--- src/logic/torque_detect_map.vh ---
// register map, field limits and timing constants of the torque detector
// assumes a 50 MHz clock and a 32-bit AXI4-Lite register bus
`ifndef TORQUE_DETECT_MAP_VH
`define TORQUE_DETECT_MAP_VH

// ----------------------------------------------------------------------
// register indices (byte address is four times the index)
// ----------------------------------------------------------------------
`define IDX_SELECT_ONE 16'h04A1
`define IDX_LEVEL_ONE 16'h04A2
`define IDX_TIME_ONE 16'h04A3
`define IDX_SELECT_TWO 16'h04A4
`define IDX_LEVEL_TWO 16'h04A5
`define IDX_TIME_TWO 16'h04A6
`define IDX_STATUS 16'h05F0
`define IDX_MASK 16'h05F1
`define IDX_CONTROL 16'h05F2
`define IDX_STATE 16'h05F3
`define IDX_NONE 16'hFFFF

// ----------------------------------------------------------------------
// field limits and reset values
// ----------------------------------------------------------------------
`define SELECT_MAX 4'h8
`define SELECT_RESET 4'h0
`define LEVEL_MAX 9'h12C
`define LEVEL_RESET 9'h096
`define TIME_MAX 7'h64
`define TIME_RESET 7'h01
`define CODE_UNDER_FIRST 4'h5
`define EVENT_BITS 4
`define CTRL_FAULT_RESET 0

// ----------------------------------------------------------------------
// timing: one tenth of a second and the clock period, in nanoseconds
// ----------------------------------------------------------------------
`define TENTH_SEC_NS 100000000
`define CLK_PERIOD_NS 20

// ----------------------------------------------------------------------
// bus answers
// ----------------------------------------------------------------------
`define RESP_OKAY 2'h0
`define RESP_SLVERR 2'h2

`endif

--- src/logic/torque_channel.v ---
// one torque detection channel: mode decode, persistence timer, outputs
// assumes torque, run and speed agree come from logic on the same clock
`timescale 1ns/1ps
`default_nettype none
`include "torque_detect_map.vh"

module torque_channel #(
  parameter TENTH_CYCLES = `TENTH_SEC_NS / `CLK_PERIOD_NS
)(
  // clock, reset, enable
  input wire clk,
  input wire rst_n,
  input wire ce,
  // settings
  input wire [3:0] selectCode,
  input wire [8:0] level,
  input wire [6:0] holdTime,
  // drive status
  input wire [15:0] torque,
  input wire running,
  input wire speedAgree,
  input wire faultReset,
  // results
  output reg overAlarm_q,
  output reg underAlarm_q,
  output reg fault_q
);

  reg [22:0] cyc_q;
  reg [6:0] tenths_q;
  wire enabled;
  wire isUnder;
  wire agreeOnly;
  wire shutdown;
  wire [3:0] codeLess;
  wire evalOn;
  wire cond;
  wire hit;
  wire met;

  // ----------------------------------------------------------------------
  // mode decode
  // ----------------------------------------------------------------------
  // odd codes wait for speed agree; within each group of four the upper
  // pair shuts down
  assign codeLess = selectCode - 4'h1;
  assign enabled = (selectCode != `SELECT_RESET);
  assign isUnder = (selectCode >= `CODE_UNDER_FIRST);
  assign agreeOnly = selectCode[0];
  assign shutdown = codeLess[1];
  assign evalOn = enabled & running & (~agreeOnly | speedAgree);
  // one level serves both directions; equality counts as neither
  assign cond = isUnder ? (torque < {7'h00, level})
                        : (torque > {7'h00, level});
  assign hit = evalOn & cond;
  assign met = hit & (tenths_q >= holdTime);

  // persistence timer; any gap in the condition starts it over
  always @(posedge clk or negedge rst_n)
  begin
    if (!rst_n)
    begin
      cyc_q <= 23'h000000;
      tenths_q <= 7'h00;
    end
    else if (ce)
    begin
      if (!hit)
      begin
        cyc_q <= 23'h000000;
        tenths_q <= 7'h00;
      end
      else if (!met)
      begin
        if (cyc_q >= TENTH_CYCLES[22:0] - 23'h000001)
        begin
          cyc_q <= 23'h000000;
          tenths_q <= tenths_q + 7'h01;
        end
        else
        begin
          cyc_q <= cyc_q + 23'h000001;
        end
      end
    end
  end

  // alarms follow the condition; the fault holds until a fault reset or disable, set wins
  always @(posedge clk or negedge rst_n)
  begin
    if (!rst_n)
    begin
      overAlarm_q <= 1'b0;
      underAlarm_q <= 1'b0;
      fault_q <= 1'b0;
    end
    else if (ce)
    begin
      overAlarm_q <= met & ~isUnder & ~shutdown;
      underAlarm_q <= met & isUnder & ~shutdown;
      if (met & shutdown)
        fault_q <= 1'b1;
      else if (faultReset | ~enabled)
        fault_q <= 1'b0;
    end
  end

endmodule
`default_nettype wire

--- src/logic/torque_detect.v ---
// dual torque detector with AXI4-Lite registers and an interrupt
// assumes a single 50 MHz clock; torque in whole percent of rated torque
`timescale 1ns/1ps
`default_nettype none
`include "torque_detect_map.vh"

module torque_detect #(
  parameter TENTH_CYCLES = `TENTH_SEC_NS / `CLK_PERIOD_NS
)(
  // clock, reset, enable
  input wire clk,
  input wire rst_n,
  input wire ce,
  // axi4-lite write address
  input wire [15:0] s_axi_awaddr,
  input wire s_axi_awvalid,
  output reg s_axi_awready,
  // axi4-lite write data
  input wire [31:0] s_axi_wdata,
  input wire [3:0] s_axi_wstrb,
  input wire s_axi_wvalid,
  output reg s_axi_wready,
  // axi4-lite write response
  output reg [1:0] s_axi_bresp,
  output reg s_axi_bvalid,
  input wire s_axi_bready,
  // axi4-lite read address
  input wire [15:0] s_axi_araddr,
  input wire s_axi_arvalid,
  output reg s_axi_arready,
  // axi4-lite read data
  output reg [31:0] s_axi_rdata,
  output reg [1:0] s_axi_rresp,
  output reg s_axi_rvalid,
  input wire s_axi_rready,
  // drive status from motor control
  input wire [15:0] torqueEstimate,
  input wire driveRunning,
  input wire speedAgree,
  // detection results
  output reg overtorqueEventOne,
  output reg undertorqueEventOne,
  output reg overtorqueEventTwo,
  output reg undertorqueEventTwo,
  output reg outputShutdown,
  output reg irq
);

  // ----------------------------------------------------------------------
  // helpers
  // ----------------------------------------------------------------------
  // byte address to register index; unaligned or odd addresses miss
  function [15:0] regIndex;
    input [15:0] addr;
    begin
      regIndex = `IDX_NONE;
      if (addr[1:0] == 2'h0)
        regIndex = {2'h0, addr[15:2]};
    end
  endfunction

  // true when the index names a register
  function mapped;
    input [15:0] idx;
    begin
      mapped = 1'b0;
      if (idx == `IDX_SELECT_ONE || idx == `IDX_LEVEL_ONE)
        mapped = 1'b1;
      else if (idx == `IDX_TIME_ONE || idx == `IDX_SELECT_TWO)
        mapped = 1'b1;
      else if (idx == `IDX_LEVEL_TWO || idx == `IDX_TIME_TWO)
        mapped = 1'b1;
      else if (idx == `IDX_STATUS || idx == `IDX_MASK)
        mapped = 1'b1;
      else if (idx == `IDX_CONTROL || idx == `IDX_STATE)
        mapped = 1'b1;
    end
  endfunction

  // merge the two low byte lanes of a write into a 16-bit value
  function [15:0] merge16;
    input [15:0] old;
    input [31:0] data;
    input [3:0] strb;
    begin
      merge16 = old;
      if (strb[0])
        merge16[7:0] = data[7:0];
      if (strb[1])
        merge16[15:8] = data[15:8];
    end
  endfunction

  // ----------------------------------------------------------------------
  // state
  // ----------------------------------------------------------------------
  reg [3:0] selOne_q;
  reg [8:0] levelOne_q;
  reg [6:0] timeOne_q;
  reg [3:0] selTwo_q;
  reg [8:0] levelTwo_q;
  reg [6:0] timeTwo_q;
  reg [`EVENT_BITS-1:0] status_q;
  reg [`EVENT_BITS-1:0] mask_q;
  reg faultReset_q;
  reg awHeld_q;
  reg wHeld_q;
  reg [15:0] awIdx_q;
  reg [31:0] wData_q;
  reg [3:0] wStrb_q;
  wire doWrite;
  wire [15:0] arIdx;
  wire [15:0] wMerged;
  wire [15:0] wOld;
  wire overAOne;
  wire underAOne;
  wire faultOne;
  wire overATwo;
  wire underATwo;
  wire faultTwo;
  wire [`EVENT_BITS-1:0] eventNow;
  wire [`EVENT_BITS-1:0] eventPrev;
  wire [`EVENT_BITS-1:0] eventRise;
  reg [31:0] readValue;

  // ----------------------------------------------------------------------
  // channels
  // ----------------------------------------------------------------------
  torque_channel #(
    .TENTH_CYCLES(TENTH_CYCLES)
  ) channelOne (
    .clk(clk),
    .rst_n(rst_n),
    .ce(ce),
    .selectCode(selOne_q),
    .level(levelOne_q),
    .holdTime(timeOne_q),
    .torque(torqueEstimate),
    .running(driveRunning),
    .speedAgree(speedAgree),
    .faultReset(faultReset_q),
    .overAlarm_q(overAOne),
    .underAlarm_q(underAOne),
    .fault_q(faultOne)
  );

  // second channel shares nothing with the first but its inputs
  torque_channel #(
    .TENTH_CYCLES(TENTH_CYCLES)
  ) channelTwo (
    .clk(clk),
    .rst_n(rst_n),
    .ce(ce),
    .selectCode(selTwo_q),
    .level(levelTwo_q),
    .holdTime(timeTwo_q),
    .torque(torqueEstimate),
    .running(driveRunning),
    .speedAgree(speedAgree),
    .faultReset(faultReset_q),
    .overAlarm_q(overATwo),
    .underAlarm_q(underATwo),
    .fault_q(faultTwo)
  );

  // every shutdown fault is reported as overtorque, undertorque ones too
  assign eventNow = {underATwo, overATwo | faultTwo,
                     underAOne, overAOne | faultOne};
  assign eventPrev = {undertorqueEventTwo, overtorqueEventTwo,
                      undertorqueEventOne, overtorqueEventOne};
  assign eventRise = eventNow & ~eventPrev;

  // ----------------------------------------------------------------------
  // outputs and interrupt
  // ----------------------------------------------------------------------
  // outputs lag the channels one cycle so that each leaves a flip-flop
  always @(posedge clk or negedge rst_n)
  begin
    if (!rst_n)
    begin
      overtorqueEventOne <= 1'b0;
      undertorqueEventOne <= 1'b0;
      overtorqueEventTwo <= 1'b0;
      undertorqueEventTwo <= 1'b0;
      outputShutdown <= 1'b0;
      irq <= 1'b0;
    end
    else if (ce)
    begin
      overtorqueEventOne <= eventNow[0];
      undertorqueEventOne <= eventNow[1];
      overtorqueEventTwo <= eventNow[2];
      undertorqueEventTwo <= eventNow[3];
      outputShutdown <= faultOne | faultTwo;
      irq <= |(status_q & mask_q);
    end
  end

  // ----------------------------------------------------------------------
  // write channel
  // ----------------------------------------------------------------------
  // address and data are parked independently, then committed together
  assign doWrite = awHeld_q & wHeld_q & ~s_axi_bvalid;
  assign wOld = (awIdx_q == `IDX_SELECT_ONE) ? {12'h000, selOne_q} :
                (awIdx_q == `IDX_LEVEL_ONE) ? {7'h00, levelOne_q} :
                (awIdx_q == `IDX_TIME_ONE) ? {9'h000, timeOne_q} :
                (awIdx_q == `IDX_SELECT_TWO) ? {12'h000, selTwo_q} :
                (awIdx_q == `IDX_LEVEL_TWO) ? {7'h00, levelTwo_q} :
                (awIdx_q == `IDX_TIME_TWO) ? {9'h000, timeTwo_q} :
                (awIdx_q == `IDX_MASK) ? {12'h000, mask_q} : 16'h0000;
  assign wMerged = merge16(wOld, wData_q, wStrb_q);

  always @(posedge clk or negedge rst_n)
  begin
    if (!rst_n)
    begin
      s_axi_awready <= 1'b1;
      s_axi_wready <= 1'b1;
      s_axi_bvalid <= 1'b0;
      s_axi_bresp <= `RESP_OKAY;
      awHeld_q <= 1'b0;
      wHeld_q <= 1'b0;
      awIdx_q <= `IDX_NONE;
      wData_q <= 32'h00000000;
      wStrb_q <= 4'h0;
    end
    else if (ce)
    begin
      if (s_axi_awvalid && s_axi_awready)
      begin
        awHeld_q <= 1'b1;
        awIdx_q <= regIndex(s_axi_awaddr);
        s_axi_awready <= 1'b0;
      end
      if (s_axi_wvalid && s_axi_wready)
      begin
        wHeld_q <= 1'b1;
        wData_q <= s_axi_wdata;
        wStrb_q <= s_axi_wstrb;
        s_axi_wready <= 1'b0;
      end
      if (doWrite)
      begin
        s_axi_bvalid <= 1'b1;
        s_axi_bresp <= mapped(awIdx_q) ? `RESP_OKAY : `RESP_SLVERR;
        awHeld_q <= 1'b0;
        wHeld_q <= 1'b0;
      end
      else if (s_axi_bvalid && s_axi_bready)
      begin
        s_axi_bvalid <= 1'b0;
        s_axi_awready <= 1'b1;
        s_axi_wready <= 1'b1;
      end
    end
  end

  // ----------------------------------------------------------------------
  // settings registers
  // ----------------------------------------------------------------------
  // out-of-range values are dropped and the old setting stays
  always @(posedge clk or negedge rst_n)
  begin
    if (!rst_n)
    begin
      selOne_q <= `SELECT_RESET;
      levelOne_q <= `LEVEL_RESET;
      timeOne_q <= `TIME_RESET;
      selTwo_q <= `SELECT_RESET;
      levelTwo_q <= `LEVEL_RESET;
      timeTwo_q <= `TIME_RESET;
      mask_q <= {`EVENT_BITS{1'b0}};
      faultReset_q <= 1'b0;
    end
    else if (ce)
    begin
      faultReset_q <= 1'b0;
      if (doWrite)
      begin
        if (awIdx_q == `IDX_SELECT_ONE)
        begin
          if (wMerged <= {12'h000, `SELECT_MAX})
            selOne_q <= wMerged[3:0];
        end
        else if (awIdx_q == `IDX_LEVEL_ONE)
        begin
          if (wMerged <= {7'h00, `LEVEL_MAX})
            levelOne_q <= wMerged[8:0];
        end
        else if (awIdx_q == `IDX_TIME_ONE)
        begin
          if (wMerged <= {9'h000, `TIME_MAX})
            timeOne_q <= wMerged[6:0];
        end
        else if (awIdx_q == `IDX_SELECT_TWO)
        begin
          if (wMerged <= {12'h000, `SELECT_MAX})
            selTwo_q <= wMerged[3:0];
        end
        else if (awIdx_q == `IDX_LEVEL_TWO)
        begin
          if (wMerged <= {7'h00, `LEVEL_MAX})
            levelTwo_q <= wMerged[8:0];
        end
        else if (awIdx_q == `IDX_TIME_TWO)
        begin
          if (wMerged <= {9'h000, `TIME_MAX})
            timeTwo_q <= wMerged[6:0];
        end
        else if (awIdx_q == `IDX_MASK)
        begin
          mask_q <= wMerged[`EVENT_BITS-1:0];
        end
        else if (awIdx_q == `IDX_CONTROL)
        begin
          if (wStrb_q[0])
            faultReset_q <= wData_q[`CTRL_FAULT_RESET];
        end
      end
    end
  end

  // sticky status; a rising event beats a write-one-to-clear
  always @(posedge clk or negedge rst_n)
  begin
    if (!rst_n)
      status_q <= {`EVENT_BITS{1'b0}};
    else if (ce)
    begin
      if (doWrite && awIdx_q == `IDX_STATUS && wStrb_q[0])
        status_q <= (status_q & ~wData_q[`EVENT_BITS-1:0]) | eventRise;
      else
        status_q <= status_q | eventRise;
    end
  end

  // ----------------------------------------------------------------------
  // read channel
  // ----------------------------------------------------------------------
  assign arIdx = regIndex(s_axi_araddr);

  // read mux; unmapped words read zero
  always @*
  begin
    readValue = 32'h00000000;
    if (arIdx == `IDX_SELECT_ONE)
      readValue = {28'h0000000, selOne_q};
    else if (arIdx == `IDX_LEVEL_ONE)
      readValue = {23'h000000, levelOne_q};
    else if (arIdx == `IDX_TIME_ONE)
      readValue = {25'h0000000, timeOne_q};
    else if (arIdx == `IDX_SELECT_TWO)
      readValue = {28'h0000000, selTwo_q};
    else if (arIdx == `IDX_LEVEL_TWO)
      readValue = {23'h000000, levelTwo_q};
    else if (arIdx == `IDX_TIME_TWO)
      readValue = {25'h0000000, timeTwo_q};
    else if (arIdx == `IDX_STATUS)
      readValue = {28'h0000000, status_q};
    else if (arIdx == `IDX_MASK)
      readValue = {28'h0000000, mask_q};
    else if (arIdx == `IDX_STATE)
      readValue = {26'h0000000, faultTwo, faultOne, eventPrev};
  end

  // one read at a time; arready drops while the answer is pending
  always @(posedge clk or negedge rst_n)
  begin
    if (!rst_n)
    begin
      s_axi_arready <= 1'b1;
      s_axi_rvalid <= 1'b0;
      s_axi_rdata <= 32'h00000000;
      s_axi_rresp <= `RESP_OKAY;
    end
    else if (ce)
    begin
      if (s_axi_arvalid && s_axi_arready)
      begin
        s_axi_arready <= 1'b0;
        s_axi_rvalid <= 1'b1;
        s_axi_rdata <= readValue;
        s_axi_rresp <= mapped(arIdx) ? `RESP_OKAY : `RESP_SLVERR;
      end
      else if (s_axi_rvalid && s_axi_rready)
      begin
        s_axi_rvalid <= 1'b0;
        s_axi_arready <= 1'b1;
      end
    end
  end

endmodule
`default_nettype wire

--- config.mk ---
export PLATFORM = sky130hd
export DESIGN_NAME = torque_detect
export DESIGN_NICKNAME = d
export VERILOG_FILES = /design/src/logic/torque_channel.v /design/src/logic/torque_detect.v
export VERILOG_INCLUDE_DIRS = /design/src /design/src/logic
export SDC_FILE = /design/constraint.sdc
export NUM_CORES = 1
export LEC_CHECK = 0
export BUFFER_PORTS_ARGS = -buffer_cell sky130_fd_sc_hd__buf_2
export CAP_MARGIN = 20
export CORE_MARGIN = 4
export CORE_UTILIZATION = 55
export CTS_CLUSTER_SIZE = 25
export DETAILED_ROUTE_END_ITERATION = 10
export PLACE_DENSITY = 0.89
export SYNTH_ARGS = -nofsm -noshare
export SYNTH_HDL_FRONTEND = slang
export SYNTH_SLANG_ARGS = --single-unit
export TNS_END_PERCENT = 20
--- constraint.sdc ---
create_clock -name clk -period 6 [get_ports clk]
set_input_delay 0.9 -clock clk [delete_from_list [all_inputs] [get_ports clk]]
set_output_delay 0.9 -clock clk [all_outputs]
set_load 0.02 [all_outputs]
==> results of run 1 <==
-- final timing paths --
path                                 from             end  depth (start not counted)
setup reg to reg              awIdx_q[10]    timeTwo_q[2]                          9
hold reg to reg            s_axi_rdata[7]  s_axi_rdata[7]                          2
max in group asynchronous           rst_n   levelTwo_q[0]                          2
setup / recovery              awIdx_q[10]    timeTwo_q[2]                          9
hold / removal                      rst_n      wStrb_q[1]                          1
min in group clk           s_axi_rdata[7]  s_axi_rdata[7]                          2
-- cells by family after synthesis --
kind of cell               share of synthesized area [%]
DFF                                                42.44
AOI/OAI and AO/OA                                  17.65
muxes                                              8.847
xor gates and xnor gates                           2.313
other                                            0.03668
buffers and inverters                              5.788
adders and majority gates                          4.895
and+or+nand+nor                                    18.04
-- metal layers --
| metal | wire (um) | up-vias | global-route usage [%] | part of all wire (%) |
|---|---|---|---|---|
| li1 | - | 4016 | - | - |
| met1 | 11340 | 4254 | 35.76 | 42 |
| met2 | 12140 | 478 | 40.89 | 45 |
| met3 | 2659 | 62 | 6.481 | 9.9 |
| met4 | 788 | 0 | 9.426 | 2.9 |
| met5 | 0 | - | 0 | 0 |
-- critical path: stages, from the launching register on --
cell     delay [ps]
dfstp_2         530
or4b_1          570
nor4_1          820
a32o_1          270
o21ai_0          90
a21oi_1         850
nor4_1          130
nor3_1          260
or4_1           490
mux2_4          340
-- per-stage QoR --
step                      cell area (um2)  total power [uW]  utilization (%)  hold slack (ps)  cells
final                               11410              2427            62.88            467.6   1389
after global routing                11410              2501            62.88            504.1   1389
after CTS                           11410              2434            62.88            480.4   1389
after detailed placement            10810              1314            59.58            465.1   1357
after global placement              10810              1310            59.58            456.6   1357
after floorplan                     10310              1259                -            437.0   1088
-- sequential cells by signal, indices dropped and copies added (netlist names), 2 cells and up --
| name | cells |
|---|---|
| channelTwo.tenths_q | 7 |
| awIdx_q | 15 |
| selOne_q | 4 |
| wStrb_q | 2 |
| levelOne_q | 9 |
| channelOne.tenths_q | 7 |
| levelTwo_q | 9 |
| channelTwo.cyc_q | 23 |
| timeOne_q | 7 |
| mask_q | 4 |
| selTwo_q | 4 |
| timeTwo_q | 7 |
| status_q | 4 |
| wData_q | 16 |
| s_axi_rdata | 9 |
| channelOne.cyc_q | 23 |
-- power by group --
part	internal (uW)	leakage, uW	switching (uW)
sequential	1160	0.00227	3.71
combinational	39.3	0.00251	85.5
clock	633	0.000294	501
total	1840	0.00508	590
-- area by class of cell --
cell class                 instances  area, um2
fill                            1439       6736
multi-input combinational        789       5384
sequential                       172       4339
timing repair buffer             110      589.3
clock buffer                      18      439.2
tap                              229      286.5
inverter                          57      214.0
clock inverter                    14      158.9
-- cells in the final DEF (no fill, tap or decap), types with 6 or more instances in the layout --
cell type  instances
dfrtp_1          144
buf_2             96
nand2_1           87
nor2_1            82
inv_1             56
mux2_2            56
o21ai_0           54
a21oi_1           45
ha_1              40
nand3_1           29
dfstp_2           28
nor3_1            27
conb_1            25
o31ai_1           24
and3_1            23
xnor2_1           20
nor4_1            18
clkbuf_16         17
nand2b_1          15
mux2i_1           15
a211oi_1          14
o22a_1            14
nand4_1           13
a21o_1            13
buf_4             13
a22oi_1           12
a31oi_1           10
or4_1              9
a32o_1             9
and2_1             9
nor2b_1            8
xor2_1             7
o21a_1             6
nor3b_1            6
mux2_4             6
==> flow_results.org, run 1 <==
** Outcome
- Status :: completed

** Clock network
- The tree built by TritonCTS fans out to 172 sinks.
- Post-CTS setup-driven buffer insertion count :: 0
- Gates resized during post-CTS repair numbered 0.
- Num CTS Buffers :: 17
- At the later pin of the worst-skew pair, clock insertion delay measures 450 ps.
- TritonCTS built the clock tree.
- Clock-pin slew was measured on the worst setup and hold paths at 70 ps.
- The tree is rooted in a clkbuf_16.
- H-tree levels :: 4
- Counting along the longest clock path gives a buffer depth of 2.
- The number of hold buffers added after CTS was 0.

** Critical path
- Worst-path maximum fanout :: 10
- Worst EP required :: 6320 ps
- Register-to-register setup slack :: 1510 ps
- STA classifies the critical path startpoint as a register.
- Critical setup path kind :: register to register
- Arrival time of data at the critical path endpoint :: around 4800 ps
- The worst setup path is captured at a register.

** STA
- Max-Slew Margin vs Limit :: 29.92%
- Setup violations remaining at the end of the flow were counted as 0.
- Post-route clock period utilization :: between 70% and 80%
- Clk_skew :: 9.864 ps
- Measured slew at the worst slew-check pin :: 1051 ps
- Based on the critical path, the design can be clocked at up to ~220 MHz.
- Setup repair after global routing left no endpoint under its margin.
- Minimum setup slack in the final design :: approximately 1500 ps
- The final max-slew violation count is 0.
- Number of hold violations in the final report :: 0
- The smallest clock period supported by the final layout is computed as approximately 4500 ps.
- After routing, the total negative slack on setup checks comes to 0 ps.

** Die
- The floorplan step defined a core boundary enclosing about 18000 um2.
- Die H :: roughly 140 um
- Area enclosed by the die boundary :: between 20000 and 25000 um2
- Once the floorplan was initialized, standard cells occupied 56.34% of the core.
- The initialized floorplan defines 49 standard-cell rows.
- From left edge to right edge, the die measures 144.3 um.
- Ports :: 141

** Global routing
- The first global-routing pass estimated 43010 um of wire.
- Global routing finished with a remaining overflow of 0.
- The number of global-route vias before repair is between 8000 and 9000.
- Across every metal layer, demand over resource in global routing totals 26.21%.
- Entering global routing, the biggest net connects 72 pins.
- The number of antenna violations at the first check in global routing is 0.

** Logic synthesis
- Netlist cell types :: a little under 80
- dfrtp_1 is the most common cell in the netlist.
- Synthesis inferred ~170 register bits.
- Cell type with the highest aggregate area in the netlist :: dfrtp_1
- In the synthesized netlist, the cells that appear most often are 144 x dfrtp_1, 87 x nand2_1, 82 x nor2_1.
- Average size of a mapped cell :: around 9.6 um2
- In this run, synthesis inferred 0 flip-flops with an integrated enable.
- In the synthesized netlist, the number of instances is 1064.
- Predominant post-synthesis flop cell :: dfrtp_1
- Area share of the largest cell type after synthesis :: 35.24%
- The cell area that synthesis handed to floorplanning was approximately 10000 um2.
- By area the synthesized netlist is led by dfrtp_1 35%, dfstp_2 7.2%, mux2_2 6.2%, ha_1 4.9%, nand2_1 3.2%.
- Post-synthesis async set-or-reset flop share :: 100.0%
- Sequential area share after synthesis :: between 40% and 50%
- Yosys warns :: 0

** Placement
- Gpl congestion :: 0.9516
- Port buffering added a little under 100 buffers.
- At the placement stage, the worst setup path has a slack of 1676 ps.
- Placed wire-length estimate :: 19450 um

** Routing
- Average via count per standard cell :: approximately 6.3
- In this run the remaining antenna-violating nets after routing total 0.
- After the first detailed-routing iteration, the DRC count stood at roughly 900.
- Summed over all layers, the routed wires come to 26930 um.
- Drt first pass iters :: 8
- In the final routed layout, each cell accounts on average for 19.39 um.
- DRC Markers :: 0
- Total number of vias :: roughly 8800

** Min path
- The min-delay analysis places its worst path in the category primary input to async pin.

** Final layout
- The area growth from synthesis to layout is 11.60%.
- Diode count :: 0
- After the last flow step, the layout net total stands at 1281.
- Fraction of final layout cells with drive strength greater than 1 :: 21.03%

** Pwr
- Power per Cell Area :: 212.7 nW/um2
- Across the VDD grid, the largest voltage drop is 218.9 uV.
- For this design the static power due to leakage is 0.005079 uW.

** Flow run
- Max Cap Viol :: 0
(Power assumes the default switching activity.)
==> run 2: changes to the inputs <==
clock period = 4.2 ns   (was 6 ns; I/O delays follow)
==> run 2 against run 1 <==
- first-iteration DRC count fell by 2.2%
- maximum frequency grew 11%
- global-route usage grew 0.46 points
- non-clock buffer count rose by 17
- largest cell class unchanged
- largest power group unchanged
==> flow_results.org, run 2 (same netlist as run 1, synthesis figures left out) <==
** Clock network
- For this design, the CTS-stage hold fixing added 0 buffers.
- In this run, CTS created clock tree buffers numbering 17.
- The clock net in this run drives a total of 172 sinks.
- CTS built an H-tree with a depth of 4.
- Bufs on Longest Clock Path :: 2
- Post-cts gate resize count :: 0
- Library cell used as clock root buffer :: clkbuf_16
- Clk Latency, worst-skew pair :: 440 ps
- Clock tree from TritonCTS :: done
- After clock tree synthesis, the clock-pin slew on the worst setup and hold paths is roughly 70 ps.
- Post-CTS setup-driven buffer insertion count :: 0

** Placement
- In this run the tool buffered the top-level ports with 97 buffer cells.
- At the placement stage, the worst setup path has a slack of 215.8 ps.
- The congestion estimate from routability-driven global placement came to 0.9314.
- Placed wire-length estimate :: 20230 um

** STA
- The clock period could shrink to 4036 ps.
- The final max-slew violation count came to 0.
- In this run the tightest slew margin relative to its limit is between 20% and 30%.
- For this run, the top clock speed supported by timing is 247.8 MHz.
- Clk_skew :: approximately 12 ps
- In the post-route analysis, the smallest setup slack over all paths is between 150 and 200 ps.
- Post-route clock period utilization :: between 90% and 100%
- Setup repair after global routing left no endpoint under its margin.
- Number of hold violations in the final report :: 0
- In the final timing run, aggregate negative setup slack is 0 ps.
- At the pin with the least slew margin, the transition time is between 1000 and 1500 ps.
- Number of endpoints failing setup at the final stage :: 0

** Routing
- Routed length on met3 :: 2658 um
- Drt wl/cell :: 19.49 um
- Wire length on met2 :: 12350 um
- Detailed-routing wirelength on met1 :: about 11000 um
- Total Wirelength :: 27400 um
- Post-detailed-route count of antenna-violating nets :: 0
- The routed layout has 8960 vias.
- Average via count per standard cell :: 6.373
- In the routed design, unresolved DRC markers number 0.
- Drt first-iter violations :: roughly 900
- In this run the top signal layer used is met4.
- Drt first pass iters :: 5

** Global routing
- Global-route usage over all layers :: a little over a quarter
- Via count of the first global-routing pass :: between 8000 and 9000
- Entering global routing, the biggest net connects 95 pins.
- Global-route wire length before repair :: 43930 um
- For this run the aggregate overflow at the end of global routing stands at 0.
- Antenna violations before repair :: 0

** Critical path
- Worst reg2reg path startpoint :: awIdx_q[10]
- Arrival time of data at the critical path endpoint :: 4360 ps
- STA classifies the critical path endpoint as a register.
- Across all register-to-register paths, the minimum setup slack is 160 ps.
- The worst setup path is launched from a register.
- The endpoint identified for the worst register-to-register timing path is timeTwo_q[1].
- Start point of the critical path :: awIdx_q[10]
- Worst-path maximum fanout :: 8
- R2R depth :: 9
- By startpoint and endpoint, the worst setup path is classified as register to register.
- At the worst endpoint, the required time is 4520 ps.

** Pwr
- The analysis attributes to net switching a power of 805.7 uW.
- Pint :: between 2000 and 3000 uW
- Summed over all cells, the static leakage comes to 0.005156 uW.
- IR analysis of the VDD net gives a maximum drop of 308.1 uV.
- Dividing total power by cell area gives a power density of 297.8 nW/um2.
- Power consumption :: ~3400 uW
- The share of total power dissipated in the clock network is 46.1%.
- Gate power share :: between 5 and 6%
- Of the total power, the share spent switching nets is 23.46%.
- Sequential cells account for between 40 and 50% of the total power.

** Final layout
- Diode count :: 0
- NumNets Final :: approximately 1300
- The largest registers in the layout are channelOne.cyc_q x23, channelTwo.cyc_q x23, wData_q x16.
- The library cells used most frequently in the layout, excluding fill and tap cells, are 144 x dfrtp_1, 96 x buf_2, 87 x nand2_1.
- The filler cells instantiated in the layout total 1449.
- Leaving out fill and tap cells, the most frequent cell in the layout is dfrtp_1.
- Fraction of final layout cells with drive strength greater than 1 :: 22.18%
- Relative to the synthesized area, the layout overhead comes to 12.80%.

** Die
- The floorplan step defined a die boundary enclosing 20840 um2.
- Once the floorplan was initialized, standard cells occupied 56.34% of the core.
- In this run the count of I/O pins placed on the die edge is roughly 140.
- Total number of placement rows :: 49
- From left edge to right edge, the die measures 144.3 um.
- Die H :: 144.3 um
- The core region is 18150 um2.

** Flow run
- The tool flagged a number of max-cap violations equal to 0.

** Outcome
- The run finished with clean final reports.

** Min path
- The path class of the tightest hold or removal check is primary input to async pin.
-- run 2: per-layer routing --
layer  vias to the layer above  global-route usage, %
li1                       4057                      -
met3                        89                  6.845
met4                         0                  10.65
met1                      4312                  35.89
met5                         -                      0
met2                       502                  41.40
-- run 2: through the flow --
step,util (%),hold WS [ps],area [um2],std cells
floorplan,-,334.4,10310,1088
global placement,60.29,454.2,10940,1374
detailed placement,60.29,465.5,10940,1374
CTS,63.55,321.6,11530,1406
global route,63.55,357.1,11530,1406
finish,63.55,285.5,11530,1406
-- run 2: critical path, stage by stage (launching register included) --
cell and delay, ps:
dfstp_2 530, or4b_1 580, or4_1 650, o32a_1 410, o21ai_1 360, nand2_1 90
nand3_1 100, nor3_1 70, or4_1 740, mux2_4 390
-- run 2: layout make-up --
| type | count | area [um2] | area share, % |
|---|---|---|---|
| Clock buffer | 19 | 452.9 | 3.927 |
| Clock inverter | 13 | 140.1 | 1.215 |
| Timing Repair Buffer | 127 | 716.9 | 6.216 |
| Multi-Input combinational cell | 789 | 5384 | 46.68 |
| Inverter | 57 | 214.0 | 1.855 |
| Tap cell | 229 | 286.5 | 2.484 |
| Sequential cell | 172 | 4339 | 37.62 |
-- run 2: power by group through the flow --
stage	Clock [uW]	Combinational, uW	Sequential, uW
finish	1580	181	1670
global route	1670	203	1670
CTS	1600	182	1670
detailed placement	0	179	1700
global placement	0	174	1700
floorplan	0	98.2	1700
-- run 2: how the worst max path moves through the flow --
stage | end | slack (ps) | depth (start not counted)
after floorplan | channelOne.tenths_q[5] | 490 | 10
after global placement | timeTwo_q[1] | 330 | 9
after detailed placement | timeTwo_q[1] | 220 | 9
after CTS | timeTwo_q[1] | 220 | 9
after global routing | timeTwo_q[3] | 50 | 9
final | timeTwo_q[1] | 160 | 9
==> run 3: changes to the inputs <==
PLACE_DENSITY = not set   (was 0.89)
PLACE_DENSITY_LB_ADDON = 0.2   (was not set)
==> run 3 against run 2 <==
- worst setup slack better by 46 ps
- sequential cell count stayed put
- critical path type unchanged
- via count is 4.8% lower
- sequential power hardly changed
- sequential share of layout area hardly changed
- die area stayed put
==> flow_results.org, run 3 (same netlist as run 1, synthesis figures left out) <==
** Outcome
- The flow ran to the end, and the final reports show no timing, DRC or antenna violations.

** Die
- Ports :: 141
- Once the floorplan was initialized, standard cells occupied 56.34% of the core.
- Core Footprint :: 18150 um2
- Total number of placement rows :: 49
- Measured along the y axis, the die boundary spans about 140 um.
- Area enclosed by the die boundary :: 20840 um2
- Chip width :: 144.3 um

** Routing
- For this block, the routed nets add up to 26680 um of wire.
- Before antenna repair, the detailed router went through 5 iterations.
- Post-detailed-route count of antenna-violating nets :: 0
- After detailed routing, the number of remaining DRC violations is 0.
- In this run, the number of DRC markers left after iteration 0 of detailed routing was about 630.
- Total number of vias :: about 8500
- Drt wl/cell :: 18.95 um
- After detailed routing, the number of vias per cell comes to 6.059.

** STA
- Setup repair after global routing missed its margin :: false
- Max-Slew Margin vs Limit :: 37.86%
- The routed design could run at a clock period as short as 3990 ps.
- Clk_skew :: around 11 ps
- Max-slew violation count :: 0
- Number of hold violations in the final report :: 0
- Final sum of negative setup slack :: 0 ps
- Measured slew at the worst slew-check pin :: 923.9 ps
- The worst path uses 94.99% of the clock period.
- Setup violations remaining at the end of the flow were counted as 0.
- For this run, the top clock speed supported by timing is 250.6 MHz.

** Global routing
- Routing usage on met3 :: 5.754%
- Global-route wire length before repair :: around 42000 um
- For met2 alone, demand over resource in global routing was 40.36%.
- Met1 Usage GRT :: a little under two fifths
- Global-route usage over all layers :: roughly a quarter
- Global routing finished with a remaining overflow of 0.
- Entering global routing, the biggest net connects 80 pins.
- Antenna violations before repair :: 1
- The number of global-route vias before repair was roughly 8000.
- The layer flagged by global routing as most heavily used is met2.

** Clock network
- Hold bufs inserted after CTS :: 0
- No sink is reached through more buffers than the 2 on the longest clock path.
- Library cell used as clock root buffer :: clkbuf_16
- TritonCTS built the clock tree.
- TritonCTS Sinks :: approximately 170
- H-tree levels :: 4
- Clk Latency, worst-skew pair :: around 430 ps
- The number of setup buffers added after CTS is 0.
- Clk pin slew, worst setup/hold paths :: 60 ps
- Num CTS Buffers :: 17
- Post-cts gate resize count :: 0

** Critical path
- Worst path slowest cell :: or4_1
- For flop-to-flop paths, the worst setup slack is 210 ps.
- Crit end category :: register
- Sequence of cells on the critical path :: or4b_1 -> or4_1 -> a211oi_2 -> a2111oi_2 -> or2_1 -> nor3_2 -> nor3_1 -> or4_1 -> mux2_4
- Longest individual stage delay on the worst path :: 740 ps
- STA classifies the critical path startpoint as a register.
- Worst-path maximum fanout :: 8
- By instance count, the cell type seen most on the critical path is or4_1.
- The critical path is of the register to register type.
- Bufs and invs on worst path :: 0
- Worst EP required :: between 4000 and 5000 ps
- The kind of cell with the highest combined delay along the critical path is simple AND/OR/NAND/NOR gates.
- Arrival time of data at the critical path endpoint :: between 4000 and 5000 ps

** Pwr
- For this design the static power due to leakage is 0.005154 uW.
- Net Sw Frac :: 23.42%
- Pint :: around 2600 uW
- The design draws 3358 uW.
- The worst-case IR drop observed on VDD is 278.3 uV.
- Gate power share :: 5.3%
- For this design the ratio of total power to cell area is roughly 300 nW/um2.
- The clock network is responsible for 45.0% of the overall power.
- Sequential cell fraction of total power :: 49.7%
- Switching power :: 786.6 uW

** Final layout
- Most common cell after layout, fill and taps aside :: dfrtp_1
- Most frequent cells in the layout :: 144 x dfrtp_1, 96 x buf_2, 87 x nand2_1
- Number of fill cells in the layout :: about 1500
- Leaving out filler cells and counting taps, the final layout contains roughly 1400.
- The largest registers in the layout are channelOne.cyc_q x23, channelTwo.cyc_q x23, wData_q x16.
- Fraction of final layout cells with drive strength greater than 1 :: a little over a fifth
- Diode count :: 0
- NumNets Final :: 1300
- Layout-stage area growth over the synthesis result :: 12.75%

** Placement
- Once detailed placement completed, the half-perimeter wirelength came to 19880 um.
- Number of buffer cells added on primary ports :: 97
- At the end of routability-driven placement, the weighted congestion stood at approximately 0.96.
- Placed insts :: between 1000 and 1500

** Min path
- In this run the worst hold path is classified as primary input to async pin.

** Flow run
- Max Cap Viol :: 0
run 3: changes by cell type in the layout (fill, tap and decap cells not counted):
cell        before  now
inv_6            2    0
clkinvlp_4       4    3
buf_4           30   31
buf_12           0    1
clkinv_2         3    1
clkinv_4         2    4
bufinv_16        2    1
clkbuf_1         0    4
run 3: final cells by class:
cell class,instances,area (um2),share of cell area [%]
Multi-Input combinational cell,789,5384,46.70
Sequential cell,172,4339,37.64
Inverter,57,214.0,1.856
Tap cell,229,286.5,2.485
Clock buffer,23,467.9,4.059
Clock inverter,9,92.59,0.8031
Timing Repair Buffer,129,744.5,6.458
run 3: path summary, 6_finish.rpt:
kind,startpoint,endpoint,depth (start not counted)
setup reg to reg,awIdx_q[10],timeTwo_q[3],9
max in group asynchronous,rst_n,awIdx_q[1],2
hold / removal,rst_n,channelOne.cyc_q[1],1
setup / recovery,awIdx_q[10],timeTwo_q[3],9
hold reg to reg,channelOne.cyc_q[5],channelOne.cyc_q[5],1
min in group clk,s_axi_awaddr[15],awIdx_q[13],2
run 3: worst reg2reg max path, stage by stage (launching register included):
cell and delay [ps]:
dfstp_2 530, or4b_1 590, or4_1 630, a211oi_2 260, a2111oi_2 80, or2_1 340, nor3_2 210, nor3_1 90
or4_1 740, mux2_4 400
run 3: per-stage QoR:
step / hold slack (ps) / worst slack (ps) / area [um2] / utilization, %
after CTS: 250.7 / 231.4 / 11530 / 63.53
after floorplan: 334.4 / 490.1 / 10310 / -
after detailed placement: 465.9 / 239.5 / 10970 / 60.44
final: 206.9 / 210.4 / 11530 / 63.53
after global routing: 259.7 / 47.01 / 11530 / 63.53
after global placement: 455.9 / 271.3 / 10970 / 60.44
run 3: power groups by stage:
stage	Sequential, uW	Combinational, uW	Clock, uW
floorplan	1700	98.2	0
global placement	1700	177	0
detailed placement	1700	179	0
CTS	1670	180	1530
global route	1670	201	1610
finish	1670	178	1510
run 3: per-layer routing:
metal | wire [um] | part of all wire (%)
met3 | 1913 | 7.2
met4 | 626 | 2.3
met2 | 12050 | 45
met5 | 7 | 0.026
met1 | 12080 | 45
